==> src/vpgs_pkg.sv <==
// constants shared by the voltage-code and power-good supervisor
package vpgs_pkg;

  // ----------------------------------------------------------------
  // clock and timing
  // ----------------------------------------------------------------
  localparam int CLK_PERIOD_NS   = 10;
  localparam int IGNORE_NS       = 400;
  localparam int IGNORE_CYC      = (IGNORE_NS + CLK_PERIOD_NS - 1)
                                   / CLK_PERIOD_NS;
  localparam int CLAMP_BLANK_US  = 100;
  localparam int CLAMP_BLANK_CYC = (CLAMP_BLANK_US * 1000 + CLK_PERIOD_NS
                                   - 1) / CLK_PERIOD_NS;
  localparam int PG_BLANK_US     = 200;
  localparam int PG_BLANK_CYC    = (PG_BLANK_US * 1000 + CLK_PERIOD_NS
                                   - 1) / CLK_PERIOD_NS;

  // ----------------------------------------------------------------
  // voltage code layout and decode
  // ----------------------------------------------------------------
  localparam int          CODE_W      = 6;
  localparam int          CODE_RANGE  = 5;
  localparam int          DAC_W       = 21;
  localparam logic [20:0] HI_BASE_UV  = 21'h17A6B0;
  localparam logic [20:0] HI_STEP_UV  = 21'h0061A8;
  localparam logic [20:0] LO_BASE_UV  = 21'h0BA284;
  localparam logic [20:0] LO_STEP_UV  = 21'h0030D4;
  localparam logic [5:0]  CODE_RST    = 6'h00;
  localparam logic [5:0]  NO_CPU_CODE = 6'h3F;

  // ----------------------------------------------------------------
  // comparator bus bit positions
  // ----------------------------------------------------------------
  localparam int CMP_W      = 8;
  localparam int CMP_UNDERVOLTAGE_LOCKOUT   = 0;
  localparam int CMP_EN     = 1;
  localparam int CMP_WINDOW = 2;
  localparam int CMP_SSNEAR = 3;
  localparam int CMP_DELAY  = 4;
  localparam int CMP_CLAMP  = 5;
  localparam int CMP_WARN   = 6;
  localparam int CMP_SHDN   = 7;

  typedef enum logic [3:0] {
    VPGS_OFF   = 4'h1,
    VPGS_RAMP  = 4'h2,
    VPGS_DELAY = 4'h4,
    VPGS_RUN   = 4'h8
  } vpgs_state_t;

endpackage

==> src/vpgs_pin_if.sv <==
// raw and cleaned pin bundle between supervisor and input filter
`timescale 1ns/100ps
interface vpgs_pin_if #(
  parameter int W = 1
);
  logic [W-1:0] raw;
  logic [W-1:0] clean;
  modport src  (output raw, input clean);
  modport filt (input raw, output clean);
endinterface

==> src/vpgs_sync.sv <==
// three-stage input filter, change taken when stages two and three agree
`timescale 1ns/100ps
module vpgs_sync #(
  parameter int W = 1
) (
  input  wire logic clk,
  input  wire logic rst,
  vpgs_pin_if.filt  pins
);
  logic [W-1:0] stage1;
  logic [W-1:0] stage2;
  logic [W-1:0] stage3;
  logic [W-1:0] clean;

  initial begin
    if (W < 1) $error("vpgs_sync: width must be at least one");
  end

  // ----------------------------------------------------------------
  // stage one feeds only stage two
  // ----------------------------------------------------------------
  always_ff @(posedge clk or posedge rst) begin
    if (rst) begin
      stage1 <= '0;
      stage2 <= '0;
      stage3 <= '0;
    end else begin
      stage1 <= pins.raw;
      stage2 <= stage1;
      stage3 <= stage2;
    end
  end

  // per bit: take the value only once two stages agree
  always_ff @(posedge clk or posedge rst) begin
    if (rst) begin
      clean <= '0;
    end else begin
      for (int i = 0; i < W; i++) begin
        if (stage2[i] == stage3[i]) begin
          clean[i] <= stage3[i];
        end
      end
    end
  end

  assign pins.clean = clean;
endmodule

==> src/vpgs_top.sv <==
// voltage-code, power-good, clamp and thermal flag supervisor
`timescale 1ns/100ps

module vpgs_top #(
  parameter int CLAMP_BLANK_CYC = vpgs_pkg::CLAMP_BLANK_CYC,
  parameter int PG_BLANK_CYC    = vpgs_pkg::PG_BLANK_CYC
) (
  input  wire logic        clk,
  input  wire logic        rst,
  input  wire logic [5:0]  voltage_code,
  input  wire logic        undervoltage_lockout_ok,
  input  wire logic        enable_cmp,
  input  wire logic        window_ok,
  input  wire logic        ss_near,
  input  wire logic        delay_reached,
  input  wire logic        clamp_over,
  input  wire logic        warn_cmp,
  input  wire logic        shdn_cmp,
  input  wire logic        power_good_i,
  input  wire logic        thermal_warn_flag_i,
  input  wire logic        thermal_shutdown_flag_i,
  output logic             power_good_o,
  output logic             power_good_oe_n,
  output logic             thermal_warn_flag_o,
  output logic             thermal_warn_flag_oe_n,
  output logic             thermal_shutdown_flag_o,
  output logic             thermal_shutdown_flag_oe_n,
  output logic             driver_disable_n,
  output logic             pwm_enable,
  output logic             delay_discharge,
  output logic             ss_discharge,
  output logic [5:0]       code_latched,
  output logic [20:0]      dac_uv
);
  localparam int CW = vpgs_pkg::CODE_W;

  vpgs_pin_if #(.W(CW))              code_pins ();
  vpgs_pin_if #(.W(vpgs_pkg::CMP_W)) cmp_pins ();

  vpgs_pkg::vpgs_state_t state;
  vpgs_pkg::vpgs_state_t next_state;
  logic [CW-1:0]  code_s;
  logic [CW-1:0]  code_prev;
  logic [7:0]     cmp_s;
  logic           code_chg;
  logic [7:0]     ign_cnt;
  logic [15:0]    clamp_cnt;
  logic [15:0]    pg_cnt;
  logic           ign_active;
  logic           clamp_blank;
  logic           pg_blank;
  logic           code_valid;
  logic           run_ok;
  logic           clamp_fire;
  logic           power_good;
  logic           warn_flag;
  logic           shdn_flag;

  initial begin
    if (CLAMP_BLANK_CYC < 1 || CLAMP_BLANK_CYC > 65535)
      $error("vpgs_top: clamp blanking count out of range");
    if (PG_BLANK_CYC < 1 || PG_BLANK_CYC > 65535)
      $error("vpgs_top: power good blanking count out of range");
  end

  // ----------------------------------------------------------------
  // pin filters
  // ----------------------------------------------------------------
  assign code_pins.raw = voltage_code;
  assign cmp_pins.raw  = {shdn_cmp, warn_cmp, clamp_over, delay_reached,
                          ss_near, window_ok, enable_cmp, undervoltage_lockout_ok};
  assign code_s        = code_pins.clean;
  assign cmp_s         = cmp_pins.clean;

  vpgs_sync #(.W(CW)) u_code_sync (
    .clk  (clk),
    .rst  (rst),
    .pins (code_pins)
  );

  vpgs_sync #(.W(vpgs_pkg::CMP_W)) u_cmp_sync (
    .clk  (clk),
    .rst  (rst),
    .pins (cmp_pins)
  );

  // ----------------------------------------------------------------
  // code change detect and ignore window
  // ----------------------------------------------------------------
  assign code_chg = (code_s != code_prev);

  always_ff @(posedge clk or posedge rst) begin
    if (rst) begin
      code_prev <= vpgs_pkg::CODE_RST;
    end else begin
      code_prev <= code_s;
    end
  end

  // skew between the six inputs would otherwise decode a false code
  always_ff @(posedge clk or posedge rst) begin
    if (rst) begin
      ign_cnt <= 8'h00;
    end else if (code_chg) begin
      ign_cnt <= 8'(vpgs_pkg::IGNORE_CYC);
    end else if (ign_cnt != 8'h00) begin
      ign_cnt <= ign_cnt - 8'h01;
    end
  end
  assign ign_active = (ign_cnt != 8'h00);

  always_ff @(posedge clk or posedge rst) begin
    if (rst) begin
      code_latched <= vpgs_pkg::CODE_RST;
    end else if (ign_cnt == 8'h01 && !code_chg) begin
      code_latched <= code_s;
    end
  end

  // decode of the latched code, in microvolts
  always_ff @(posedge clk or posedge rst) begin
    if (rst) begin
      dac_uv <= vpgs_pkg::HI_BASE_UV;
    end else if (code_latched[vpgs_pkg::CODE_RANGE]) begin
      dac_uv <= vpgs_pkg::LO_BASE_UV - 21'(code_latched[4:0]
                * vpgs_pkg::LO_STEP_UV);
    end else begin
      dac_uv <= vpgs_pkg::HI_BASE_UV - 21'(code_latched[4:0]
                * vpgs_pkg::HI_STEP_UV);
    end
  end

  // ----------------------------------------------------------------
  // blanking timers
  // ----------------------------------------------------------------
  // every step of a stepped transition reloads, so blanking spans it all
  always_ff @(posedge clk or posedge rst) begin
    if (rst) begin
      clamp_cnt <= 16'h0000;
    end else if (code_chg) begin
      clamp_cnt <= 16'(CLAMP_BLANK_CYC);
    end else if (clamp_cnt != 16'h0000) begin
      clamp_cnt <= clamp_cnt - 16'h0001;
    end
  end

  always_ff @(posedge clk or posedge rst) begin
    if (rst) begin
      pg_cnt <= 16'h0000;
    end else if (code_chg) begin
      pg_cnt <= 16'(PG_BLANK_CYC);
    end else if (pg_cnt != 16'h0000) begin
      pg_cnt <= pg_cnt - 16'h0001;
    end
  end
  assign clamp_blank = (clamp_cnt != 16'h0000);
  assign pg_blank    = (pg_cnt != 16'h0000);

  // ----------------------------------------------------------------
  // start-up sequencer
  // ----------------------------------------------------------------
  assign code_valid = (code_latched != vpgs_pkg::NO_CPU_CODE);
  assign run_ok     = cmp_s[vpgs_pkg::CMP_UNDERVOLTAGE_LOCKOUT] && cmp_s[vpgs_pkg::CMP_EN];

  always_comb begin
    next_state = state;
    case (state)
      vpgs_pkg::VPGS_OFF: begin
        if (run_ok && code_valid && !ign_active)
          next_state = vpgs_pkg::VPGS_RAMP;
      end
      vpgs_pkg::VPGS_RAMP: begin
        if (cmp_s[vpgs_pkg::CMP_SSNEAR])
          next_state = vpgs_pkg::VPGS_DELAY;
      end
      vpgs_pkg::VPGS_DELAY: begin
        if (cmp_s[vpgs_pkg::CMP_DELAY])
          next_state = vpgs_pkg::VPGS_RUN;
      end
      vpgs_pkg::VPGS_RUN: begin
        next_state = vpgs_pkg::VPGS_RUN;
      end
      default: begin
        next_state = vpgs_pkg::VPGS_OFF;
      end
    endcase
    if (!run_ok)
      next_state = vpgs_pkg::VPGS_OFF;
  end

  always_ff @(posedge clk or posedge rst) begin
    if (rst) begin
      state <= vpgs_pkg::VPGS_OFF;
    end else begin
      state <= next_state;
    end
  end

  // ----------------------------------------------------------------
  // switching, clamp and timing-pin control
  // ----------------------------------------------------------------
  // low pwm turns the low-side switches on and pulls the output down
  assign clamp_fire = cmp_s[vpgs_pkg::CMP_CLAMP] && !clamp_blank;

  always_ff @(posedge clk or posedge rst) begin
    if (rst) begin
      pwm_enable       <= 1'b0;
      driver_disable_n <= 1'b0;
      delay_discharge  <= 1'b1;
      ss_discharge     <= 1'b1;
    end else begin
      pwm_enable       <= (next_state != vpgs_pkg::VPGS_OFF)
                          && !clamp_fire;
      driver_disable_n <= (next_state != vpgs_pkg::VPGS_OFF);
      delay_discharge  <= (next_state == vpgs_pkg::VPGS_OFF)
                          || (next_state == vpgs_pkg::VPGS_RAMP);
      ss_discharge     <= (next_state == vpgs_pkg::VPGS_OFF);
    end
  end

  // ----------------------------------------------------------------
  // power good
  // ----------------------------------------------------------------
  // while blanked a good output holds; window faults only show once unblanked
  always_ff @(posedge clk or posedge rst) begin
    if (rst) begin
      power_good <= 1'b0;
    end else begin
      power_good <= (next_state == vpgs_pkg::VPGS_RUN) && code_valid
                    && (cmp_s[vpgs_pkg::CMP_WINDOW]
                        || (pg_blank && power_good));
    end
  end

  // ----------------------------------------------------------------
  // thermal flags
  // ----------------------------------------------------------------
  // hysteresis lives in the comparators; flags track them while undervoltage lockout is ok
  always_ff @(posedge clk or posedge rst) begin
    if (rst) begin
      warn_flag <= 1'b0;
      shdn_flag <= 1'b0;
    end else begin
      warn_flag <= cmp_s[vpgs_pkg::CMP_UNDERVOLTAGE_LOCKOUT]
                   && cmp_s[vpgs_pkg::CMP_WARN];
      shdn_flag <= cmp_s[vpgs_pkg::CMP_UNDERVOLTAGE_LOCKOUT]
                   && cmp_s[vpgs_pkg::CMP_SHDN];
    end
  end

  // open drain: drive low when the flag is low, release otherwise
  assign power_good_o               = 1'b0;
  assign power_good_oe_n            = power_good;
  assign thermal_warn_flag_o        = 1'b0;
  assign thermal_warn_flag_oe_n     = warn_flag;
  assign thermal_shutdown_flag_o    = 1'b0;
  assign thermal_shutdown_flag_oe_n = shdn_flag;
endmodule
==> config.mk <==
export PLATFORM = sky130hd
export DESIGN_NAME = vpgs_top
export DESIGN_NICKNAME = d
export VERILOG_FILES = /design/src/vpgs_pkg.sv /design/src/vpgs_pin_if.sv /design/src/vpgs_sync.sv /design/src/vpgs_top.sv
export SDC_FILE = /design/constraint.sdc
export NUM_CORES = 1
export LEC_CHECK = 0
export BUFFER_PORTS_ARGS = -buffer_cell sky130_fd_sc_hd__buf_2
export CORE_ASPECT_RATIO = 1.5
export CORE_MARGIN = 2
export CORE_UTILIZATION = 64
export CTS_BUF_LIST = sky130_fd_sc_hd__clkbuf_16
export DETAILED_ROUTE_END_ITERATION = 7
export PLACE_DENSITY = 0.85
export RECOVER_POWER = 100
export SLEW_MARGIN = 20
export SYNTH_ARGS = -nofsm -noshare
export SYNTH_HDL_FRONTEND = slang
export SYNTH_SLANG_ARGS = --single-unit
==> constraint.sdc <==
create_clock -name clk -period 10.25 [get_ports clk]
set_input_delay 0.5125 -clock clk [delete_from_list [all_inputs] [get_ports clk]]
set_output_delay 0.5125 -clock clk [all_outputs]
set_load 0.02 [all_outputs]
Word-level counts from Yosys, hierarchy flattened

Index checks and enable logic that the tools add are counted.
Widths: inputs -> output; s select.

Equal/unequal tests: 25
Reductions and logical operators: 23
Add/subtract/negate cells: 5
Multiply operators: 2
Mux-type cells: 12

Operators by type and width:

| kind                   | number |
|---|---|
| $mux 16                | 4 |
| $mul 5x12->17 const B  | 2 |
| $reduce_bool 16->1     | 2 |
| $sub 16x1->16 const B  | 2 |
| $mux 21                | 1 |
| $sub 20x19->21 const A | 1 |
| $sub 21x20->21 const A | 1 |
| $mux 4                 | 4 |
| $mux 8                 | 2 |
| $pmux 4 s4             | 1 |
| $eq 1x1->1             | 14 |
| $logic_and 1x1->1      | 11 |
| $eq 4x1->1 const B     | 2 |
| $eq 4x2->1 const B     | 2 |
| $eq 4x4->1 const B     | 2 |
| $eq 8x1->1 const B     | 1 |
| $reduce_bool 8->1      | 1 |
| $sub 8x1->8 const B    | 1 |
| $ne 6x6->1             | 1 |
| $ne 6x6->1 const B     | 1 |
| $reduce_bool 2->1      | 3 |
| $eq 4x3->1 const B     | 1 |
| $logic_not 1->1        | 4 |
| $ne 4x1->1 const B     | 1 |
| $logic_or 1x1->1       | 2 |

Bits in registers: 140
Logic and storage cells: 101

Longest topological paths before layout

Gate-level depths: netlist of run 1.

Word-level depth: 9
Gate-level depth with buffers: 14
Gate-level depth less buffers: 13

Cells and area by module

Synthesis of run 1 repeated with hierarchy kept, for this count alone.

Cells, all modules: 630
Area, all modules: 6739.0 um^2

By module, submodules not included:

| module                   | area an instance (um^2) | cells each | instances |
|---|---|---|---|
| vpgs_top                 | 5172.5                  | 558        | 1 |
| vpgs_sync at u_cmp_sync  | 894.6                   | 41         | 1 |
| vpgs_sync at u_code_sync | 671.9                   | 31         | 1 |

Least setup slack after synthesis of run 1

OpenSTA, ideal clock, no wires.

Kind: register -> register
Start point: register code_latched[2]
End point: register dac_uv[19]
Setup slack: 6.498 ns
Arrival: 3.658 ns
Cell stages (with the launch flop): 14
Setup time: 0.094 ns
Path through: dfrtp_1 ha_1 xor2_1 ha_1 a21o_1 ha_1 ha_1 or3_1 o22ai_1 o311ai_0 xnor2_1 o211ai_1 a31o_2 a211oi_1

Longest elaborated chain between the ends: 3

Ends and longest elaborated chain:

| item                                             | RTL line                         | text |
|---|---|---|
| from (decl)                                      | vpgs_top.sv:32                   | `output logic [5:0] code_latched,` |
| from (signal assigned)                           | vpgs_top.sv:114                  | `code_latched <= vpgs_pkg::CODE_RST;` |
| from (signal assigned)                           | vpgs_top.sv:116                  | `code_latched <= code_s;` |
| $mul 5x12->17                                    | vpgs_top.sv:126, vpgs_top.sv:129 |  |
| $sub 21x20->21 or $sub 20x19->21 (tied branches) | vpgs_top.sv:128, vpgs_top.sv:125 |  |
| $mux 21 (*)                                      | vpgs_top.sv:124                  | `end else if (code_latched[vpgs_pkg::CODE_RANGE]) begin` |
| to (signal assigned)                             | vpgs_top.sv:123                  | `dac_uv <= vpgs_pkg::HI_BASE_UV;` |
| to (signal assigned)                             | vpgs_top.sv:125                  | `dac_uv <= vpgs_pkg::LO_BASE_UV - 21'(code_latched[4:0]` |
| to (signal assigned)                             | vpgs_top.sv:128                  | `dac_uv <= vpgs_pkg::HI_BASE_UV - 21'(code_latched[4:0]` |
| to (decl)                                        | vpgs_top.sv:33                   | `output logic [20:0] dac_uv` |

Every way passes the cells marked *; elsewhere a longest branch is shown, timed or not.
A chain may end at the register's enable or synchronous reset.

==> results of run 1 <==
[metal layers]
metal,GRT usage [%],vias to the layer above,part of all wire [%]
met2,48.7,169,55
met5,0,-,0
li1,-,2288,-
met3,5.86,31,4.3
met4,9.59,0,2.1
met1,29.2,2444,39
[flip-flops by register name (all words and copies together), names as in the netlist, 8 cells and up]
name and flops:
pg_cnt 16, u_cmp_sync.stage1 8, dac_uv 19, clamp_cnt 16, ign_cnt 8, u_cmp_sync.stage2 8, u_cmp_sync.stage3 8, u_cmp_sync.pins.clean 8
[power by group]
part           switching (W)  internal (W)   total, W  leakage, nW
clock               0.000235      0.000358   0.000593        0.275
sequential         0.0000136      0.000565   0.000578         1.67
combinational      0.0000290     0.0000168  0.0000457         1.39
[final timing paths]
check	to	depth (start not counted)	slack, ns	startpoint
max	clamp_cnt[15]	3	4.83	rst
min	u_code_sync.stage1[1]	1	0.20	voltage_code[1]
max reg2reg	dac_uv[19]	12	5.19	code_latched[2]
min reg2reg	u_code_sync.stage2[4]	0	0.35	u_code_sync.stage1[4]
max in group clk	dac_uv[19]	12	5.19	code_latched[2]
min in group asynchronous	u_cmp_sync.stage2[7]	2	0.69	rst
[per-stage QoR]
step	total power [W]	hold WS (ns)	util, %	std cells	setup slack [ns]
6_report	0.00122	0.204	74.2	821	4.83
5_1_grt	0.00126	0.186	74.2	821	3.47
4_1_cts	0.00123	0.192	75.0	821	6.03
3_5_place_dp	0.000632	0.335	69.3	789	6.08
3_3_place_gp	0.000629	0.333	69.3	789	6.12
2_1_floorplan	0.000619	0.331	-	619	6.06
[critical path, delay by kind of cell]
kind                   cells  cell delay [ns]
buffers and inverters      3             4.37
[kinds of logic (layout without fill, tap and decap cells)]
family | count (synthesis) | after routing | share of synthesized area [%]
AOI/OAI and AO/OA | 112 | 112 | 11.2
xor gates and xnor gates | 62 | 62 | 8.08
adders and majority gates | 52 | 52 | 9.27
buffers and inverters | 46 | 107 | 2.98
DFF | 138 | 138 | 51.7
muxes | 8 | 8 | 1.27
other | 1 | 5 | 0.0558
and+or+nand+nor | 196 | 196 | 15.4
[cells in the mapped netlist (all sizes together) (5+ instances only)]
cell / count
a21o: 8
a21oi: 23
nand2b: 9
xnor2: 41
buf: 8
nor3b: 5
nand2: 29
o21ai: 24
xor2: 21
o211ai: 5
clkbuf: 13
nor2: 55
nor4: 14
maj3: 14
nand3: 11
dfrtp: 124
nor3: 29
ha: 37
or3: 8
a211oi: 11
inv: 25
dfstp: 14
[layout make-up]
type / count / area, um^2 / area share, %
well taps: 141 / 176 / 2.33
inverters: 25 / 95.1 / 1.26
repair buffers: 50 / 206 / 2.73
multi-input cells: 435 / 3030 / 40.1
clock buffers: 17 / 425 / 5.63
clock inverters: 15 / 151 / 2.00
flip-flops and latches: 138 / 3470 / 45.9
[cells in the final DEF (no fill, tap or decap), types with 15 or more instances in the layout]
| cell | instances |
|---|---|
| dfrtp_1 | 124 |
| xor2_1 | 21 |
| xnor2_1 | 41 |
| nor3_1 | 29 |
| buf_2 | 15 |
| clkbuf_1 | 35 |
| o21ai_0 | 24 |
| inv_1 | 25 |
| a21oi_1 | 23 |
| nor2_1 | 55 |
| nand2_1 | 29 |
| ha_1 | 37 |
| clkbuf_16 | 17 |
==> flow_metrics.tcl, run 1 <==
set metrics [dict create \
    diodes 0 \
    startpoint_type "primary input" \
    root_buffer "clkbuf_16" \
    antenna_left 0 \
    grt_start_max_net_pins 85 \
    max_stage_delay_ns 3.03 \
    fin_crit_sh_pct 52.8 \
    routed_wirelength_mm 14.1 \
    postCtsSetupBuffers 0 \
    fillCellCount 668 \
    synth_cell_type_count 64 \
    fin_area_um2 7560 \
    setup_tns_ns 0 \
    yosysSeqAreaShare_pct 51.7 \
    cts_hold_buf 0 \
    outcome "finished, violations left" \
    ir_worst_vdd_mv 0.137 \
    synth_enable_flop_cells 0 \
    ys.warnings.count 0 \
    antenna_found_initial 0 \
    via_per_inst 6.01 \
    failed_checks "capacitance limit, slew limit" \
    drt_iter0_drc 368 \
    synth.top_cell.area_share_pct 46.2 \
    core_um2 10200 \
    cp.required_ns 9.78 \
    cts_tree "yes" \
    ys.flop_type "dfrtp_1" \
    grt_first_pass_wirelength_mm 23.3 \
    synth_area_leaders "dfrtp_1, ha_1, dfstp_2, xnor2_1, nor2_1" \
    maxSlewHeadroom_pct -180 \
    drt-pass1-iter-count 5 \
    slew_viol_final 193 \
    cpMaxStageDelayCell "clkbuf_1" \
    die_y_um 129 \
    synth_top_area_cell "dfrtp_1" \
    dp_hpwl_mm 8.90 \
    cts.sinks 138 \
    wl_per_cell_um 17.1 \
    htree_levels 4 \
    maxCapViolCount 4 \
    fp-row-count 45 \
    numPortBuffers 47 \
    power_density_nw_per_um2 161 \
    fin_nets 724 \
    grt_usage_pct 26.4 \
    path_max_fanout 84 \
    layout-drive-gt1-share_pct 10.4 \
    cts_resized 0 \
    timing.critical_path.arrival_ns 4.95 \
    die_w_um 87.7 \
    area_growth_pct 12.5 \
    overflow 0 \
    ioPinCount 56 \
    hold_viol 0 \
    avgSynthCellArea_um2 10.9 \
    placed_area_um2 7060 \
    drc 0 \
    fmax_ghz 0.185 \
    gp_congestion 0.842 \
    async_reset_ff_share_pct 100 \
    clk-insertion-delay-late_ns 0.41 \
    num_vias 4932 \
    syn-cell-area_um2 6720 \
    rsz0062_at_grt "no" \
    yosys_register_bits 138 \
    critPathCaptureType "asynchronous set/reset pin" \
    die_area_um2 11400 \
    setup_viol 0 \
    fin_crit_ns 5.42 \
    path_clk_slew_ns 0.06 \
    min_path_type "primary input to register" \
    crit_chain "buf_2, clkinvlp_2, clkbuf_1" \
    initial_utilization_pct 65.9 \
    worstMarginPinSlew_ns 4.20 \
    skew_ns 0.00831 \
    path_class "primary input to asynchronous set/reset pin" \
    grt_pass1_vias 5011 \
    cts_made_buffers 17 \
    syn_inst 615 \
    p_leak_nw 3.33 \
    clk_path_buf_depth 2 \
]
(Power assumes the default switching activity.)
==> inputs of run 2 (changes only) <==
--- a/config.mk
+++ b/config.mk
@@ -8,10 +8,10 @@
 export BUFFER_PORTS_ARGS = -buffer_cell sky130_fd_sc_hd__buf_2
 export CORE_ASPECT_RATIO = 1.5
 export CORE_MARGIN = 2
-export CORE_UTILIZATION = 64
+export CORE_UTILIZATION = 60
 export CTS_BUF_LIST = sky130_fd_sc_hd__clkbuf_16
 export DETAILED_ROUTE_END_ITERATION = 7
-export PLACE_DENSITY = 0.85
+export PLACE_DENSITY = 0.8
 export RECOVER_POWER = 100
 export SLEW_MARGIN = 20
 export SYNTH_ARGS = -nofsm -noshare
==> constraint.sdc (replaced) <==
create_clock -name clk -period 5.5 [get_ports clk]
set_input_delay 0.275 -clock clk [delete_from_list [all_inputs] [get_ports clk]]
set_output_delay 0.275 -clock clk [all_outputs]
set_load 0.02 [all_outputs]
==> run 2 against run 1 <==
The run still ends with capacitance limit, slew limit left. Routed wire length decreased by 4.1%. Global-route usage decreased by 2.2 points. Via count decreased by 3.0%. Clock skew increased by 0.0024 ns. Critical path type is now register to register. Largest power group unchanged.
==> flow_metrics.tcl, run 2 (synthesis results as in run 1) <==
set metrics [dict create \
    skew_ns 0.0108 \
    routed_wirelength_mm 13.5 \
    top_regs "dac_uv: 19 flops, clamp_cnt: 16 flops, pg_cnt: 16 flops" \
    fp-row-count 47 \
    path_max_fanout 9 \
    antenna_left 0 \
    clk_path_buf_depth 2 \
    wl_per_cell_um 16.0 \
    place_inst 795 \
    critPathCaptureType "register" \
    maxCapViolCount 3 \
    cts_tree "yes" \
    core_um2 11000 \
    path_clk_slew_ns 0.06 \
    fin_crit_sh_pct 79.3 \
    cts.sinks 138 \
    use_met1_pct 27.0 \
    area_growth_pct 15.1 \
    final_common_cell "dfrtp_1" \
    fin_ws_ns 1.14 \
    outcome "finished, violations left" \
    ir_worst_vdd_mv 0.204 \
    timing.critical_path.arrival_ns 4.68 \
    dp_hpwl_mm 9.27 \
    internal-power_w 0.00177 \
    seqPwrFrac_pct 46.9 \
    overflow 0 \
    fin_area_um2 7740 \
    cts_made_buffers 17 \
    largest_reg_flops 19 \
    fin_crit_ns 4.36 \
    slew_viol_final 183 \
    p_leak_nw 3.42 \
    diodes 0 \
    fin_cells 842 \
    num_vias 4782 \
    ioPinCount 56 \
    fmax_ghz 0.229 \
    combPwrFrac_pct 4.0 \
    hold_viol 0 \
    antenna_found_initial 0 \
    fin_nets 739 \
    power_switching_w 0.000527 \
    final_cell_mix "dfrtp_1, nor2_1, xnor2_1" \
    postCtsSetupBuffers 0 \
    maxSlewHeadroom_pct -53.8 \
    gr-max-usage-layer "met2" \
    fin_total_pwr_w 0.00229 \
    place_ws_ns 1.21 \
    root_buffer "clkbuf_16" \
    htree_levels 4 \
    grt_start_max_net_pins 83 \
    cts_hold_buf 15 \
    setup_tns_ns 0 \
    startpoint_type "register" \
    fillCellCount 815 \
    rsz0062_at_grt "no" \
    grt_first_pass_wirelength_mm 23.5 \
    drt-pass1-iter-count 5 \
    p_sw_share_pct 23.0 \
    initial_utilization_pct 61.1 \
    layout-drive-gt1-share_pct 10.6 \
    die_w_um 90.4 \
    grt_pass1_vias 5046 \
    drc 0 \
    failed_checks "capacitance limit, slew limit" \
    largest-register "dac_uv" \
    drt_iter0_drc 370 \
    setup_viol 0 \
    grt_util_met3_pct 4.36 \
    clk-insertion-delay-late_ns 0.41 \
    r2r_setup_slack_ns 1.14 \
    placed_area_um2 7070 \
    min_path_type "register to register" \
    cp.required_ns 5.82 \
    gp_congestion 0.935 \
    worstMarginPinSlew_ns 2.29 \
    power_density_nw_per_um2 296 \
    cts_resized 0 \
    p_clk_share_pct 49.1 \
    grt_usage_pct 24.2 \
    die_y_um 134 \
    numPortBuffers 47 \
    die_area_um2 12100 \
    grt_use_met2_pct 45.1 \
    via_per_inst 5.68 \
    path_class "register to register" \
]
run 2: path summary, 6_finish.rpt:
kind	startpoint	endpoint	depth (start not counted)
worst min-delay path	u_code_sync.stage1[0]	u_code_sync.stage2[0]	0
max in group asynchronous	rst	u_code_sync.pins.clean[4]	4
worst max-delay path	code_latched[2]	dac_uv[19]	12
min in group asynchronous	rst	clamp_cnt[4]	3
worst max register to register	code_latched[2]	dac_uv[19]	12
worst min register to register	u_code_sync.stage1[0]	u_code_sync.stage2[0]	0
run 2: cell type report:
class	count	area, um^2	share of cell area [%]
multi-input combinational	435	3040	39.3
clock inverter	15	163	2.10
tap	147	184	2.38
timing repair buffer	65	358	4.63
sequential	138	3470	44.9
clock buffer	17	425	5.50
inverter	25	95.1	1.23
run 2: routing by layer:
layer / part of all wire, % / vias to the layer above
li1: - / 2299
met1: 39 / 2370
met2: 57 / 95
met3: 2.8 / 18
met4: 1.7 / 0
met5: 0 / -
run 2: stage by stage:
step	utilization [%]	hold WS (ns)
2_1_floorplan	-	0.306
3_3_place_gp	64.3	0.332
3_5_place_dp	64.3	0.336
4_1_cts	71.0	0.350
5_1_grt	70.3	0.354
6_report	70.3	0.348
run 2: power by group through the flow:
stage | registers [W] | clock network, W | logic (W)
after floorplan | 0.00109 | 0 | 0.0000653
after global placement | 0.00109 | 0 | 0.0000818
after detailed placement | 0.00109 | 0 | 0.0000854
after CTS | 0.00108 | 0.00114 | 0.0000956
after global routing | 0.00108 | 0.00119 | 0.000104
final | 0.00108 | 0.00113 | 0.0000914
run 2: critical path: stages, from the launching register on:
cell and delay, ns:
dfrtp_1 0.47, ha_1 0.26, xor2_1 0.14, ha_1 0.29
ha_1 0.29, ha_1 0.37, a211oi_1 0.41, nor2_1 0.21
o311ai_2 0.67, nor4_1 0.17, nor3_1 0.54, a311oi_1 0.17
a211oi_1 0.27
==> inputs of run 3 (changes only) <==
--- a/config.mk
+++ b/config.mk
@@ -5,6 +5,7 @@
 export SDC_FILE = /design/constraint.sdc
 export NUM_CORES = 1
 export LEC_CHECK = 0
+export ABC_AREA = 1
 export BUFFER_PORTS_ARGS = -buffer_cell sky130_fd_sc_hd__buf_2
 export CORE_ASPECT_RATIO = 1.5
 export CORE_MARGIN = 2
==> constraint.sdc (replaced) <==
create_clock -name clk -period 4.3 [get_ports clk]
set_input_delay 0.215 -clock clk [delete_from_list [all_inputs] [get_ports clk]]
set_output_delay 0.215 -clock clk [all_outputs]
set_load 0.02 [all_outputs]
==> run 3 against run 2 <==
The run ends with hold timing, capacitance limit, slew limit left. Non-clock buffer count shrank 2. Sequential share of layout area shrank 1.8 points. Worst hold slack lost 0.39 ns. Clock skew shrank 0.0014 ns. Fmax grew 25%. Setup slack lost 0.34 ns. Highest routed layer unchanged.
==> flow_metrics.tcl, run 3 <==
set metrics [dict create \
    grt_pass1_vias 5772 \
    avgSynthCellArea_um2 8.79 \
    power_switching_w 0.000752 \
    cts_made_buffers 17 \
    skew_ns 0.00940 \
    rsz0062_at_grt "no" \
    maxCapViolCount 1 \
    cts_resized 0 \
    startpoint_type "register" \
    dp_hpwl_mm 10.5 \
    combPwrFrac_pct 4.0 \
    cts_tree "yes" \
    async_reset_ff_share_pct 100 \
    fillCellCount 885 \
    hold_viol 20 \
    drt_iter0_drc 350 \
    syn_inst 799 \
    diodes 0 \
    antenna_left 0 \
    p_clk_share_pct 49.7 \
    path_clk_slew_ns 0.07 \
    clk-insertion-delay-late_ns 0.42 \
    via_per_inst 5.52 \
    yosys-top-cells-count "nand2_1, dfrtp_1, inv_1, nor2_1, nand3_1" \
    cts.sinks 138 \
    area_growth_pct 14.7 \
    multi_input_comb_area_um2 3040 \
    synth_top_area_cell "dfrtp_1" \
    die_area_um2 12600 \
    postCtsSetupBuffers 0 \
    layout-drive-gt1-share_pct 10.9 \
    numPortBuffers 47 \
    outcome "finished, violations left" \
    synth_cell_type_count 45 \
    routed_wirelength_mm 15.3 \
    internal-power_w 0.00222 \
    p_leak_nw 3.93 \
    htree_levels 4 \
    fmax_ghz 0.286 \
    clk_path_buf_depth 2 \
    min_path_type "primary input to asynchronous set/reset pin" \
    final_cell_mix "nand2_1, dfrtp_1, inv_1" \
    antenna_found_initial 0 \
    largest_reg_flops 19 \
    ir_worst_vdd_mv 0.342 \
    grt_first_pass_wirelength_mm 26.0 \
    seq_area_um2 3470 \
    ioPinCount 56 \
    place_ws_ns 1.09 \
    fin_cells 1036 \
    setup_viol 0 \
    path_max_fanout 10 \
    timing.critical_path.arrival_ns 3.86 \
    cpMaxStageDelayCell "dfrtp_1" \
    gp_congestion 0.892 \
    fin_crit_sh_pct 81.4 \
    slew_viol_final 38 \
    path_class "register to register" \
    final_common_cell "nand2_1" \
    core_um2 11500 \
    ys.flop_type "dfrtp_1" \
    fin_nets 930 \
    die_y_um 136 \
    num_vias 5717 \
    fin_ws_ns 0.801 \
    cp_common_cell "nand2_1" \
    r2r_setup_slack_ns 0.80 \
    worstMarginPinSlew_ns 1.82 \
    initial_utilization_pct 61.2 \
    grt_start_max_net_pins 103 \
    overflow 0 \
    holdWs_ns -0.0403 \
    die_w_um 92.3 \
    critPathCaptureType "register" \
    power_density_nw_per_um2 369 \
    failed_checks "hold timing, capacitance limit, slew limit" \
    top_regs "dac_uv: 19 flops, clamp_cnt: 16 flops, pg_cnt: 16 flops" \
    yosysSeqAreaShare_pct 49.4 \
    synth_area_leaders "dfrtp_1, nand2_1, ha_1, inv_1, dfstp_2" \
    postLayoutCoreUtil_pct 70.2 \
    setup_tns_ns 0 \
    synth.most_common_cell "nand2_1" \
    grt_usage_pct 26.4 \
    syn-cell-area_um2 7020 \
    synth_enable_flop_cells 0 \
    fin_crit_ns 3.50 \
    yosys_register_bits 138 \
    drc 0 \
    ys.warnings.count 0 \
    crit_chain "ha_1, xor2_1, ha_1, a21o_1, ha_1, ha_1, nand2_1, nor2_1, nor2_2, nand2_2, nand2_2, nand2_1, nand2_2, nand2_1, inv_1, nand2_1, nand2_1, nand2_1, nand3_1, nand2_1" \
    cp.required_ns 4.66 \
    largest-register "dac_uv" \
    root_buffer "clkbuf_16" \
    maxSlewHeadroom_pct -21.1 \
    cts_hold_buf 14 \
    p_sw_share_pct 25.3 \
    place_inst 990 \
    wl_per_cell_um 14.8 \
    max_stage_delay_ns 0.47 \
    seqPwrFrac_pct 46.2 \
    synth.top_cell.area_share_pct 44.2 \
    fp-row-count 48 \
    drt-pass1-iter-count 5 \
]
## run 3: cell types whose count changed after synthesis, moves of 19 or more
cell	delta
nand2_1	+125
inv_1	+77
nand3_1	+44
xnor2_1	-32
nor2_1	+24
nand2_2	+19
## run 3: worst max-delay path: cells and delay by family, from the launching register on
| family | cells | cell delay [ns] |
|---|---|---|
| xor gates and xnor gates | 1 | 0.15 |
| buffers and inverters | 1 | 0.17 |
| and+or+nand+nor | 13 | 1.36 |
| adders and majority gates | 4 | 1.13 |
| DFF | 1 | 0.47 |
| AOI/OAI and AO/OA | 1 | 0.16 |
## run 3: worst paths after layout
| kind | startpoint | endpoint | cells past startpoint |
|---|---|---|---|
| min in group clk | u_code_sync.stage1[2] | u_code_sync.stage2[2] | 0 |
| worst max register to register | code_latched[2] | dac_uv[18] | 20 |
| worst max-delay path | code_latched[2] | dac_uv[18] | 20 |
| max in group asynchronous | rst | u_code_sync.stage2[0] | 3 |
| worst min-delay path | rst | u_cmp_sync.pins.clean[6] | 2 |
| worst min register to register | u_code_sync.stage1[2] | u_code_sync.stage2[2] | 0 |
## run 3: routing by layer
layer | part of all wire (%) | track usage, % | vias up
met5 | 0 | 0 | -
li1 | - | - | 2755
met1 | 40 | 29.6 | 2771
met2 | 55 | 49.1 | 163
met4 | 2.1 | 11.1 | 0
met3 | 3.3 | 4.16 | 28
## run 3: per-stage QoR
stage	total power, W	cell area (um^2)
finish	0.00297	8050
global route	0.00307	8050
CTS	0.00298	8140
detailed placement	0.00151	7410
global placement	0.00150	7410
floorplan	0.00148	7030
## run 3: logic make-up (layout without fill, tap and decap cells)
logic type	count (synthesis)	after routing	synth area share, %
flops	138	138	49.4
buf+inv	121	204	6.85
xor+xnor	20	20	2.50
fa+ha+maj	52	52	8.88
simple gates	380	380	25.3
compound gates	87	87	6.99
other cells	1	5	0.0534
## run 3: final cells by class
type | count | share of cell area [%]
Tap cell | 150 | 2.33
Clock buffer | 17 | 5.28
Inverter | 109 | 5.14
Sequential cell | 138 | 43.1
Multi-Input combinational cell | 544 | 37.8
Clock inverter | 15 | 2.10
Timing Repair Buffer | 63 | 4.24
## run 3: power by group through the flow
stage | clock (W) | combinational, W | sequential [W]
after global placement | 0 | 0.000109 | 0.00139
after global routing | 0.00155 | 0.000138 | 0.00138
final | 0.00148 | 0.000120 | 0.00137
after CTS | 0.00148 | 0.000126 | 0.00137
after floorplan | 0 | 0.0000870 | 0.00139
after detailed placement | 0 | 0.000115 | 0.00140
